===== config.mk =====
export PLATFORM = sky130hd
export DESIGN_NAME = pas_regs
export DESIGN_NICKNAME = d
export VERILOG_FILES = /design/src/common/pas_pkg.sv /design/src/common/pas_tmr_if.sv /design/src/rtl/pas_timer.sv /design/src/rtl/pas_regs.sv
export VERILOG_INCLUDE_DIRS = /design/src /design/src/common
export SDC_FILE = /design/constraint.sdc
export NUM_CORES = 1
export LEC_CHECK = 0
export BUFFER_PORTS_ARGS = -buffer_cell sky130_fd_sc_hd__buf_2
export CORE_MARGIN = 5
export CORE_UTILIZATION = 44
export DETAILED_ROUTE_END_ITERATION = 12
export GPL_ROUTABILITY_DRIVEN = 0
export PLACE_DENSITY_LB_ADDON = 0.1
export SETUP_SLACK_MARGIN = 0.1
export SLEW_MARGIN = 10
export SYNTH_ARGS = -nofsm -noshare
export SYNTH_HDL_FRONTEND = slang
export SYNTH_HIERARCHICAL = 1
export SYNTH_SLANG_ARGS = --single-unit

===== constraint.sdc =====
create_clock -name clk -period 6.8 [get_ports clk]
set_clock_uncertainty 0.15 [all_clocks]
set_input_delay 1.36 -clock clk [delete_from_list [all_inputs] [get_ports clk]]
set_output_delay 1.36 -clock clk [all_outputs]
set_load 0.01 [all_outputs]

===== src/common/pas_cfg.svh =====
// pas_cfg.svh: register indices, field positions, reset values and times
// assumes: included by bare name; defines only, no logic
`ifndef PAS_CFG_SVH
`define PAS_CFG_SVH

// management indices
`define PAS_IDX_LPA 5'h05
`define PAS_IDX_EXP 5'h06
`define PAS_IDX_NLP 5'h10
`define PAS_IDX_MODE 5'h11

// partner ability fields
`define PAS_LPA_ACK 14
`define PAS_LPA_RF 13
`define PAS_LPA_PAU_HI 11
`define PAS_LPA_PAU_LO 10
`define PAS_LPA_T4 9
`define PAS_LPA_TEC_HI 8
`define PAS_LPA_TEC_LO 5
`define PAS_LPA_SEL_HI 4
`define PAS_LPA_RST 16'h0001
`define PAS_LCW_NP 15

// expansion fields
`define PAS_EXP_PDF 4
`define PAS_EXP_LPNP 3
`define PAS_EXP_NP 2
`define PAS_EXP_PR 1
`define PAS_EXP_LPAN 0

// link-pulse control fields
`define PAS_NLP_TXEN 15
`define PAS_NLP_TXIV_HI 14
`define PAS_NLP_TXIV_LO 13
`define PAS_NLP_RXWK 12
`define PAS_NLP_RXIV_HI 11
`define PAS_NLP_RXIV_LO 10
`define PAS_NLP_RST 16'h0000
`define PAS_NLP_WMASK 16'hFC03

// mode control fields
`define PAS_MODE_SLEN 13
`define PAS_MODE_EON 1
`define PAS_MODE_SLEN_RST 1'b0

// times in ms and clock rate
`define PAS_CLK_MHZ 200
`define PAS_MS_CYC (`PAS_CLK_MHZ * 1000)
`define PAS_TX_MS_0 1000
`define PAS_TX_MS_1 768
`define PAS_TX_MS_2 512
`define PAS_TX_MS_3 256
`define PAS_RX_MS_0 64
`define PAS_RX_MS_1 256
`define PAS_RX_MS_2 512
`define PAS_RX_MS_3 1000

`endif


===== src/common/pas_pkg.sv =====
// pas_pkg: types shared by the register block and its timers
// assumes: nothing beyond the tool's package support
package pas_pkg;
  typedef enum logic [0:0] {
    PAS_AWAKE = 1'b0,
    PAS_SLEEP = 1'b1
  } pas_pwr_e;
  typedef logic [15:0] pas_word_t;
  typedef logic [31:0] pas_cnt_t;
endpackage : pas_pkg


===== src/common/pas_tmr_if.sv =====
// pas_tmr_if: control and status of one interval timer
// assumes: ctl side and timer side share one clock
`timescale 1ns/100ps
`default_nettype none
interface pas_tmr_if;
  import pas_pkg::*;
  logic start;
  logic stop;
  pas_cnt_t limit;
  logic expired;
  logic running;
  modport ctl (output start, output stop, output limit, input expired, input running);
  modport tmr (input start, input stop, input limit, output expired, output running);
endinterface : pas_tmr_if
`default_nettype wire


===== src/rtl/pas_timer.sv =====
// pas_timer: one-shot down counter, pulses expired after limit cycles
// assumes: start wins over stop; limit is at least one
`timescale 1ns/100ps
`default_nettype none
module pas_timer
  import pas_pkg::*;
(
  input wire logic clk, // system clock
  input wire logic nrst, // async reset, active low
  input wire logic ce, // clock enable
  pas_tmr_if.tmr t // timer control
);
  pas_cnt_t cnt_r;
  logic run_r;
  logic exp_r;
  logic at_end;

  assign at_end = (cnt_r == 32'h00000000);
  assign t.expired = exp_r;
  assign t.running = run_r;

  always_ff @(posedge clk or negedge nrst) begin
    if (!nrst) begin
      cnt_r <= 32'h00000000;
      run_r <= 1'b0;
      exp_r <= 1'b0;
    end else if (ce) begin
      exp_r <= 1'b0;
      if (t.start) begin
        cnt_r <= t.limit - 32'h00000001;
        run_r <= 1'b1;
      end else if (t.stop) begin
        run_r <= 1'b0;
      end else if (run_r) begin
        cnt_r <= cnt_r - 32'h00000001;
        if (at_end) begin
          run_r <= 1'b0;
          exp_r <= 1'b1;
        end
      end
    end
  end
endmodule : pas_timer
`default_nettype wire


===== src/rtl/pas_regs.sv =====
// pas_regs: partner ability, expansion and sleep link-pulse registers
// assumes: status strobes come from logic on clk; line pins are async
//
// Function
// RULE1: registers at indices 5, 6, 16
// RULE2: acknowledge bit 14 set on code word
// RULE3: bit 13 shows partner remote fault
// RULE4: bits 11:10 show partner pause ability
// RULE5: bits 8:5 show partner technologies
// RULE6: bit 9 shows partner T4 ability
// RULE7: reset reads zero except selector 00001
// RULE8: parallel detection fault latched high, bit 4
// RULE9: bit 3 partner next page able
// RULE10: bit 2 own next page reads 0
// RULE11: page received latched high, bit 1
// RULE12: bit 0 partner autoneg able, resets 0
// RULE13: bit 15 enables periodic sleep pulses
// RULE14: bits 14:13 choose pulse spacing
// RULE15: bit 12 enables single-pulse wake
// RULE16: sleep only while index 17 bit 13
// RULE17: else two pulses within window wake
// RULE18: latched flags clear on read, set wins
`timescale 1ns/100ps
`default_nettype none
`include "pas_cfg.svh"
module pas_regs
  import pas_pkg::*;
#(
  parameter pas_cnt_t MS_CYC = `PAS_MS_CYC // cycles per millisecond
)
(
  input wire logic clk, // system clock, 200 MHz
  input wire logic nrst, // async reset, active low
  input wire logic ce, // clock enable, freezes all state
  input wire logic [4:0] reg_idx, // management register index
  input wire logic reg_wr, // write strobe
  input wire logic reg_rd, // read strobe
  input wire logic [15:0] reg_wdata, // write data
  output logic [15:0] reg_rdata, // read data
  output logic reg_rvalid, // read data valid pulse
  input wire logic lcw_valid, // link code word received pulse
  input wire logic [15:0] lcw_data, // received link code word
  input wire logic an_restart, // autoneg restart, clears partner data
  input wire logic pd_fault, // parallel detection fault pulse
  input wire logic page_rx, // new page received pulse
  input wire logic partner_an_able, // partner autoneg able level
  input wire logic rx_nlp_pin, // received link pulse, async
  input wire logic energy_pin, // energy present on line, async
  output logic tx_nlp, // send one link pulse, pulse
  output logic phy_sleeping // power-down active, level
);

  // ----------------------------------------------------------------
  // line input synchronisers
  // ----------------------------------------------------------------
  logic [1:0] sync1_r;
  logic [1:0] sync2_r;
  logic rx_prev_r;
  logic rx_nlp_ev;
  logic energy_on;

  always_ff @(posedge clk or negedge nrst) begin
    if (!nrst) begin
      sync1_r <= 2'h0;
      sync2_r <= 2'h0;
      rx_prev_r <= 1'b0;
    end else if (ce) begin
      sync1_r <= {energy_pin, rx_nlp_pin};
      sync2_r <= sync1_r;
      rx_prev_r <= sync2_r[0];
    end
  end

  assign rx_nlp_ev = sync2_r[0] & ~rx_prev_r;
  assign energy_on = sync2_r[1];

  // ----------------------------------------------------------------
  // address decode
  // ----------------------------------------------------------------
  logic hit_lpa;
  logic hit_exp;
  logic hit_nlp;
  logic hit_mode;
  logic exp_rd;

  // RULE1 index decode
  assign hit_lpa = (reg_idx == `PAS_IDX_LPA);
  assign hit_exp = (reg_idx == `PAS_IDX_EXP);
  assign hit_nlp = (reg_idx == `PAS_IDX_NLP);
  assign hit_mode = (reg_idx == `PAS_IDX_MODE);
  assign exp_rd = reg_rd & hit_exp;

  // ----------------------------------------------------------------
  // partner ability register
  // ----------------------------------------------------------------
  pas_word_t lpa_r;
  pas_word_t lpa_nxt;
  logic lpnp_r;
  logic lpnp_nxt;

  always_comb begin
    lpa_nxt = lpa_r;
    lpnp_nxt = lpnp_r;
    if (an_restart) begin
      // RULE7 back to reset view
      lpa_nxt = `PAS_LPA_RST;
      lpnp_nxt = 1'b0;
    end else if (lcw_valid) begin
      lpa_nxt = 16'h0000;
      // RULE2 acknowledge on word
      lpa_nxt[`PAS_LPA_ACK] = 1'b1;
      // RULE3 remote fault
      lpa_nxt[`PAS_LPA_RF] = lcw_data[`PAS_LPA_RF];
      // RULE4 pause ability
      lpa_nxt[`PAS_LPA_PAU_HI:`PAS_LPA_PAU_LO] =
        lcw_data[`PAS_LPA_PAU_HI:`PAS_LPA_PAU_LO];
      // RULE6 T4 ability
      lpa_nxt[`PAS_LPA_T4] = lcw_data[`PAS_LPA_T4];
      // RULE5 technology bits
      lpa_nxt[`PAS_LPA_TEC_HI:`PAS_LPA_TEC_LO] =
        lcw_data[`PAS_LPA_TEC_HI:`PAS_LPA_TEC_LO];
      lpa_nxt[`PAS_LPA_SEL_HI:0] = lcw_data[`PAS_LPA_SEL_HI:0];
      // RULE9 partner next page
      lpnp_nxt = lcw_data[`PAS_LCW_NP];
    end
  end

  always_ff @(posedge clk or negedge nrst) begin
    if (!nrst) begin
      // RULE7 reset value
      lpa_r <= `PAS_LPA_RST;
      lpnp_r <= 1'b0;
    end else if (ce) begin
      lpa_r <= lpa_nxt;
      lpnp_r <= lpnp_nxt;
    end
  end

  // ----------------------------------------------------------------
  // expansion register
  // ----------------------------------------------------------------
  logic pdf_r;
  logic pdf_nxt;
  logic pgr_r;
  logic pgr_nxt;
  logic lpan_r;
  pas_word_t exp_view;

  // RULE8 fault latched high
  // RULE18 read clears, set wins
  assign pdf_nxt = pd_fault | (pdf_r & ~exp_rd);
  // RULE11 page latched high
  assign pgr_nxt = page_rx | (pgr_r & ~exp_rd);

  always_ff @(posedge clk or negedge nrst) begin
    if (!nrst) begin
      pdf_r <= 1'b0;
      pgr_r <= 1'b0;
      lpan_r <= 1'b0;
    end else if (ce) begin
      pdf_r <= pdf_nxt;
      pgr_r <= pgr_nxt;
      // RULE12 partner autoneg able
      lpan_r <= partner_an_able;
    end
  end

  always_comb begin
    exp_view = 16'h0000;
    exp_view[`PAS_EXP_PDF] = pdf_r;
    exp_view[`PAS_EXP_LPNP] = lpnp_r;
    // RULE10 own next page zero
    exp_view[`PAS_EXP_NP] = 1'b0;
    exp_view[`PAS_EXP_PR] = pgr_r;
    exp_view[`PAS_EXP_LPAN] = lpan_r;
  end

  // ----------------------------------------------------------------
  // link-pulse control and mode registers
  // ----------------------------------------------------------------
  pas_word_t nlp_r;
  logic slen_r;
  logic tx_en;
  logic rx_single;
  logic [1:0] tx_sel;
  logic [1:0] rx_sel;
  pas_word_t mode_view;

  always_ff @(posedge clk or negedge nrst) begin
    if (!nrst) begin
      nlp_r <= `PAS_NLP_RST;
      slen_r <= `PAS_MODE_SLEN_RST;
    end else if (ce) begin
      if (reg_wr && hit_nlp) begin
        nlp_r <= reg_wdata & `PAS_NLP_WMASK;
      end
      if (reg_wr && hit_mode) begin
        slen_r <= reg_wdata[`PAS_MODE_SLEN];
      end
    end
  end

  assign tx_en = nlp_r[`PAS_NLP_TXEN];
  assign tx_sel = nlp_r[`PAS_NLP_TXIV_HI:`PAS_NLP_TXIV_LO];
  assign rx_single = nlp_r[`PAS_NLP_RXWK];
  assign rx_sel = nlp_r[`PAS_NLP_RXIV_HI:`PAS_NLP_RXIV_LO];

  always_comb begin
    mode_view = 16'h0000;
    mode_view[`PAS_MODE_SLEN] = slen_r;
    mode_view[`PAS_MODE_EON] = energy_on;
  end

  // ----------------------------------------------------------------
  // interval selection
  // ----------------------------------------------------------------
  pas_cnt_t tx_ms;
  pas_cnt_t rx_ms;
  pas_cnt_t tx_limit;
  pas_cnt_t rx_limit;

  // RULE14 pulse spacing choice
  assign tx_ms = (tx_sel == 2'h0) ? 32'(`PAS_TX_MS_0) :
                 (tx_sel == 2'h1) ? 32'(`PAS_TX_MS_1) :
                 (tx_sel == 2'h2) ? 32'(`PAS_TX_MS_2) : 32'(`PAS_TX_MS_3);
  // RULE17 wake window choice
  assign rx_ms = (rx_sel == 2'h0) ? 32'(`PAS_RX_MS_0) :
                 (rx_sel == 2'h1) ? 32'(`PAS_RX_MS_1) :
                 (rx_sel == 2'h2) ? 32'(`PAS_RX_MS_2) : 32'(`PAS_RX_MS_3);
  assign tx_limit = 32'(tx_ms * MS_CYC);
  assign rx_limit = 32'(rx_ms * MS_CYC);

  // ----------------------------------------------------------------
  // power-down state machine
  // ----------------------------------------------------------------
  pas_pwr_e pwr_r;
  pas_pwr_e pwr_nxt;
  logic go_sleep;
  logic wake;
  logic first_pulse;

  pas_tmr_if tx_t ();
  pas_tmr_if rx_t ();

  // RULE16 sleep needs enable bit
  assign go_sleep = (pwr_r == PAS_AWAKE) & slen_r & ~energy_on;
  // RULE15 single pulse wakes
  // RULE17 second pulse in window
  assign wake = (pwr_r == PAS_SLEEP) & rx_nlp_ev & (rx_single | rx_t.running);
  assign first_pulse = (pwr_r == PAS_SLEEP) & rx_nlp_ev & ~wake;

  always_comb begin
    pwr_nxt = pwr_r;
    unique case (pwr_r)
      PAS_AWAKE: begin
        if (go_sleep) begin
          pwr_nxt = PAS_SLEEP;
        end
      end
      PAS_SLEEP: begin
        if (!slen_r || wake) begin
          pwr_nxt = PAS_AWAKE;
        end
      end
    endcase
  end

  // RULE13 periodic pulse timer
  assign tx_t.start = tx_en & ((go_sleep) |
                      ((pwr_r == PAS_SLEEP) & (tx_t.expired | ~tx_t.running)));
  assign tx_t.stop = ~tx_en | (pwr_r == PAS_AWAKE);
  assign tx_t.limit = tx_limit;

  // RULE17 first pulse opens window
  assign rx_t.start = first_pulse;
  assign rx_t.stop = (pwr_r == PAS_AWAKE);
  assign rx_t.limit = rx_limit;

  pas_timer u_tx_timer (
    .clk(clk),
    .nrst(nrst),
    .ce(ce),
    .t(tx_t)
  );

  pas_timer u_rx_timer (
    .clk(clk),
    .nrst(nrst),
    .ce(ce),
    .t(rx_t)
  );

  always_ff @(posedge clk or negedge nrst) begin
    if (!nrst) begin
      pwr_r <= PAS_AWAKE;
      phy_sleeping <= 1'b0;
      tx_nlp <= 1'b0;
    end else if (ce) begin
      pwr_r <= pwr_nxt;
      phy_sleeping <= (pwr_nxt == PAS_SLEEP);
      // RULE13 pulse only when enabled
      tx_nlp <= tx_t.expired & tx_en & (pwr_r == PAS_SLEEP) & slen_r;
    end
  end

  // ----------------------------------------------------------------
  // read data path
  // ----------------------------------------------------------------
  pas_word_t rd_mux;

  // RULE1 read selection
  assign rd_mux = hit_lpa ? lpa_r :
                  hit_exp ? exp_view :
                  hit_nlp ? nlp_r :
                  hit_mode ? mode_view : 16'h0000;

  always_ff @(posedge clk or negedge nrst) begin
    if (!nrst) begin
      reg_rdata <= 16'h0000;
      reg_rvalid <= 1'b0;
    end else if (ce) begin
      reg_rvalid <= reg_rd;
      if (reg_rd) begin
        reg_rdata <= rd_mux;
      end
    end
  end

endmodule : pas_regs
`default_nettype wire


==> results of run 1 <==
area by class of cell:
type	count	area [um2]	share of cell area [%]
clock inverters	15	180	1.82
multi-input cells	876	5530	56.0
repair buffers	66	368	3.72
flip-flops and latches	118	2950	29.9
clock buffers	17	425	4.31
inverters	25	93.8	0.950
well taps	260	325	3.29
routing by layer:
metal | up-vias | routed length (um) | global-route usage [%]
li1 | 3799 | - | -
met1 | 3547 | 10800 | 29.6
met2 | 186 | 9620 | 30.7
met3 | 25 | 1130 | 3.52
met4 | 0 | 287 | 6.00
met5 | - | 0 | 0
registers in the layout, summed over array words and instances, names as in the netlist, 2 cells and up:
| name | cells |
|---|---|
| u_rx_timer/cnt_r | 32 |
| nlp_r | 8 |
| reg_rdata | 16 |
| u_tx_timer/cnt_r | 32 |
| sync2_r | 2 |
| lpa_r | 14 |
| sync1_r | 2 |
where the power goes:
group	internal, uW	switching [uW]	leakage, uW
registers	766	69.3	0.00142
clock network	558	391	0.000302
logic	193	326	0.00224
final timing paths:
check	start	endpoint	cells past startpoint	slack, ns
worst max register to register	sync2_r[1]	u_tx_timer/cnt_r[28]	9	2.28
worst min-delay path	reg_rdata[9]	reg_rdata[9]	2	0.32
worst max-delay path	sync2_r[1]	u_tx_timer/cnt_r[28]	9	2.28
min in group asynchronous	nrst	reg_rdata[9]	1	0.85
worst min register to register	reg_rdata[9]	reg_rdata[9]	2	0.32
max in group asynchronous	nrst	u_rx_timer/cnt_r[18]	2	4.31
worst min-delay path, delay by kind of cell, from the launching register on:
| kind | cells | cell delay, ns |
|---|---|---|
| simple gates | 1 | 0.04 |
| flops | 1 | 0.34 |
| compound gates | 1 | 0.06 |
stage by stage:
stage               total power [uW]  hold slack, ns  worst slack, ns
floorplan                       1220           0.300             1.49
global route                    2430           0.353             2.00
global placement                1360           0.308             2.34
detailed placement              1370           0.315             2.31
CTS                             2330           0.330             2.31
finish                          2300           0.322             2.28
==> metrics.md, run 1 <==
| Metric | Value |
|---|---|
| Status | `complete, no violations` |
| Final core utilization | `52.3%` |
| Arr. time, crit path | `4.69 ns` |
| Synth-to-layout area growth | `16.2%` |
| Layout cells sized above 1 | `14.1%` |
| Clock tree sinks | `118` |
| DR WL/cell | `15.8 um` |
| Remaining DRCs | `0` |
| Post-Synthesis Cell Area | `0.00850 mm2` |
| Total Negative Setup Slacks | `0 ns` |
| Fmax | `221 MHz` |
| Mean post-synth cell area | `8.60 um2` |
| Die W | `149 um` |
| Worst Path Class, Setup | `reg -> reg` |
| H-tree level count | `4` |
| Vias | `7557` |
| Final Cell Area | `0.00988 mm2` |
| Dpl cells | `1345` |
| Site row count | `50` |
| IO Port Bufs | `57` |
| Pwr Density | `233 mW/mm2` |
| Insertion delay to the later sink of the worst-skew pair | `0.43 ns` |
| Tot GR Track Use | `20.3%` |
| Root buffer cell | `clkbuf_16` |
| Family with the most delay on the worst path | `simple AND/OR/NAND/NOR gates` |
| CP max-delay cell | `o221a_2` |
| CTS tree | `yes` |
| Pre-Repair DR Iteration Count | `5` |
| IO Count | `68` |
| Most common cell after layout, fill and taps aside | `nand2_1` |
| Peak VDD IR | `0.000158 V` |
| Antenna Violating Nets Remaining | `0` |
| N_diodes | `0` |
| Starting Density | `45.0%` |
| Bufs and invs on worst path | `1` |
| Fill count | `1840` |
| Hold crit path type | `reg -> reg` |
| Crit-path max FO | `57` |
| CTS Hold Bufs | `0` |
| Largest net degree at the start of global routing | `98` |
| Post-cts resize count | `0` |
| Final WL | `21.8 mm` |
| First-pass GRT wire length | `36.6 mm` |
| Final period utilization | `66.5%` |
| Slew Limit Fails | `0` |
| Final net count | `1166` |
| Unrepaired setup endpoints after global routing | `false` |
| Worst path max stage delay | `0.71 ns` |
| Die Area | `0.0222 mm2` |
| Initial DRC count | `497` |
| Die height | `149 um` |
| Slew @ Worst Pin | `0.922 ns` |
| LEAKAGE | `0.00397 uW` |
| CTS buffer count | `17` |
| Antenna violations before repair | `0` |
| Clock Pin Slew Worst Setup and Hold Paths | `0.06 ns` |
| Vias in the first global route | `7005` |
| Mapped Cells | `989` |
| Max-slew headroom | `38.4%` |
| Commonest cells after routing, fill and taps aside | `nand2_1, dfrtp_1, conb_1` |
| CP Cell Sequence | `nor2b_1 > o221a_2 > buf_4 > or3b_1 > o2bb2ai_1 > or4_1 > nor3_1 > mux2_2 > a221o_1` |
| Placed cell areas | `0.00927 mm2` |
| GR Overflow Total | `0` |
| Max cap viols | `0` |
| Hold Vio Cnt, Final | `0` |
| Worst EP required | `6.97 ns` |
| Startpoint types | `flip-flop` |
| Synth warn | `6` |
| Detail Placement HPWL | `14.6 mm` |
| Core area | `0.0189 mm2` |
| Final non-filler cell total | `1377` |
| Vias/cell | `5.49` |
| Endpoints failing setup | `0` |
| Final min period | `4.52 ns` |
| CTS max path bufs | `2` |
| Crit. End Element | `flip-flop` |
| Post-CTS Setup Inserts | `0` |
Note: power is estimated with default switching activity, not from simulation.
==> run 2, diff against run 1 <==
==> constraint.sdc (replaced) <==
create_clock -name clk -period 3.65 [get_ports clk]
set_clock_uncertainty 0.15 [all_clocks]
set_input_delay 0.73 -clock clk [delete_from_list [all_inputs] [get_ports clk]]
set_output_delay 0.73 -clock clk [all_outputs]
set_load 0.01 [all_outputs]
==> run 2 against run 1 <==
Compared with the run above: global-route usage is 0.55 points higher; first-iteration DRC count shrank 14%; hold slack worse by 0.18 ns; utilization is 3.7 points higher; final cell count rose by 4.4%; setup slack worse by 2.1 ns; total power is 93% higher; critical path depth is 6 higher; critical path type unchanged.
==> metrics.md, run 2 (same netlist as run 1, synthesis figures left out) <==
| Metric | Value |
|---|---|
| Status | `complete, no violations` |
| Dpl cells | `1391 (+3.4%)` |
| Vias | `7812 (+3.4%)` |
| GR Overflow Total | `0 (unchanged)` |
| First-pass GRT wire length | `37.7 mm (+3.1%)` |
| Reg-to-reg startpoint | `nlp_r[11]` |
| IO Port Bufs | `57 (unchanged)` |
| Slew @ Worst Pin | `0.960 ns (+0.0375 ns)` |
| Sw Pwr | `1550 uW (+97%)` |
| Fill count | `1802 (-2.1%)` |
| Largest net degree at the start of global routing | `69 (-30%)` |
| CTS Hold Bufs | `0 (unchanged)` |
| Worst Path Class, Setup | `reg -> reg` |
| Cell Int Power | `2900 uW (+91%)` |
| Site row count | `50 (unchanged)` |
| Clock tree sinks | `118 (unchanged)` |
| Clock Power Share | `38.1% (-3.1 points)` |
| Largest registers | `u_rx_timer/cnt_r: 32 flops, u_tx_timer/cnt_r: 32 flops, reg_rdata: 16 flops` |
| DR WL/cell | `16.1 um (+1.4%)` |
| H-tree level count | `4 (unchanged)` |
| Final Cell Area | `0.0106 mm2 (+7.0%)` |
| Smallest setup slack after layout | `0.175 ns (-2.10 ns)` |
| Insertion delay to the later sink of the worst-skew pair | `0.42 ns (about the same)` |
| Post-placement setup slack | `-0.00940 ns (-2.32 ns)` |
| Synth-to-layout area growth | `24.3%` |
| Peak VDD IR | `0.000341 V (+120%)` |
| Share of power burned in registers | `35.0% (-1.3 points)` |
| Detail Placement HPWL | `15.7 mm (+7.9%)` |
| Pre-Repair DR Iteration Count | `7 (+2)` |
| Core area | `0.0189 mm2 (unchanged)` |
| Final WL | `23.1 mm (+5.9%)` |
| Hold crit path type | `in -> async` |
| Unrepaired setup endpoints after global routing | `true` |
| Fmax | `288 MHz (+30%)` |
| LEAKAGE | `0.00433 uW (+9.1%)` |
| Die height | `149 um (unchanged)` |
| Die Area | `0.0222 mm2 (unchanged)` |
| Startpoint types | `flip-flop` |
| Die W | `149 um (unchanged)` |
| Vias in the first global route | `7420 (+5.9%)` |
| Crit. End Element | `flip-flop` |
| CTS max path bufs | `2 (unchanged)` |
| IO Count | `68 (unchanged)` |
| Final min period | `3.47 ns (-1.05 ns)` |
| Vias/cell | `5.43 (-1.0%)` |
| Worst EP required | `3.79 ns (-3.18 ns)` |
| Hold Vio Cnt, Final | `0 (unchanged)` |
| Layout cells sized above 1 | `21.5% (+7.3 points)` |
| Remaining DRCs | `0 (unchanged)` |
| Crit-path max FO | `5 (-91%)` |
| Tot GR Track Use | `20.8% (+0.55 points)` |
| Max-slew headroom | `36.0% (-2.4 points)` |
| Pwr Density | `421 mW/mm2 (+81%)` |
| Root buffer cell | `clkbuf_16` |
| Final period utilization | `95.2% (+29 points)` |
| Most common cell after layout, fill and taps aside | `nand2_1` |
| Initial DRC count | `428 (-14%)` |
| Clock Pin Slew Worst Setup and Hold Paths | `0.06 ns (about the same)` |
| Final non-filler cell total | `1438 (+4.4%)` |
| Arr. time, crit path | `3.62 ns (-1.07 ns)` |
| CTS buffer count | `17 (unchanged)` |
| Antenna Violating Nets Remaining | `0 (unchanged)` |
| N_diodes | `0 (unchanged)` |
| Slew Limit Fails | `0 (unchanged)` |
| Gate power share | `26.8% (+4.3 points)` |
| Total Power | `4450 uW (+93%)` |
| Endpoints failing setup | `0 (unchanged)` |
| Switching Fraction | `34.9% (+0.71 points)` |
| Max cap viols | `0 (unchanged)` |
| Antenna violations before repair | `0 (unchanged)` |
| Crit path launch | `nlp_r[11]` |
| Starting Density | `45.0% (unchanged)` |
| Final net count | `1227 (+5.2%)` |
| Commonest cells after routing, fill and taps aside | `nand2_1, dfrtp_1, conb_1` |
| Placed cell areas | `0.00971 mm2 (+4.8%)` |
| CTS tree | `yes` |
[run 2: final timing paths]
path,end,slack (ns),cells after the start
worst max-delay path,u_rx_timer/cnt_r[28],0.18,15
worst min-delay path,u_rx_timer/cnt_r[29],0.15,1
worst max register to register,u_rx_timer/cnt_r[28],0.18,15
worst min register to register,reg_rdata[6],0.33,2
max in group asynchronous,u_rx_timer/t.running,2.50,2
min in group clk,reg_rdata[6],0.33,2
[run 2: layout make-up]
| type | instances | area (um2) | share of cell area (%) |
|---|---|---|---|
| clock buffer | 17 | 425 | 4.03 |
| multi-input combinational | 878 | 5770 | 54.6 |
| clock inverter | 15 | 153 | 1.44 |
| inverter | 25 | 98.8 | 0.935 |
| timing repair buffer | 125 | 835 | 7.90 |
| sequential | 118 | 2960 | 28.0 |
| tap | 260 | 325 | 3.08 |
[run 2: metal layers]
| metal | share of wire (%) | vias to the layer above | global-route usage (%) |
|---|---|---|---|
| met2 | 45 | 125 | 32.1 |
| li1 | - | 3940 | - |
| met3 | 4.0 | 9 | 4.89 |
| met1 | 50 | 3738 | 29.8 |
| met5 | 0 | - | 0 |
| met4 | 0.66 | 0 | 4.62 |
[run 2: critical path: stages, from the launching register on]
cell	delay, ns
dfrtp_2	0.45
buf_4	0.15
ha_1	0.20
xnor2_1	0.15
and2_1	0.16
ha_2	0.18
nand3_2	0.09
a311o_1	0.29
o21ai_2	0.09
xnor2_2	0.09
nor4b_2	0.25
a2bb2oi_2	0.19
nand2_1	0.12
nor3_4	0.15
mux2_4	0.31
a221o_1	0.32
[run 2: power by group through the flow]
stage	sequential [uW]	combinational [uW]	clock [uW]
final	1560	1190	1700
after global routing	1580	1330	1800
after CTS	1550	1150	1740
after detailed placement	1580	1080	0
after global placement	1570	1070	0
after floorplan	1540	757	0
[run 2: what timing repair did]
action                     in CTS  in global routing
gates cloned                    0                  2
setup endpoints to repair       2                 17
buffers inserted                7                  6
pin swaps                      11                  7
gates resized for setup        23                 15
[run 2: metrics by stage]
stage	hold WS [ns]	TNS, ns	utilization, %
final	0.146	0	55.9
after global routing	0.208	0	55.9
after CTS	0.185	0	55.2
after detailed placement	0.316	-0.00940	51.4
after global placement	0.310	0	51.4
after floorplan	0.284	-0.524	-
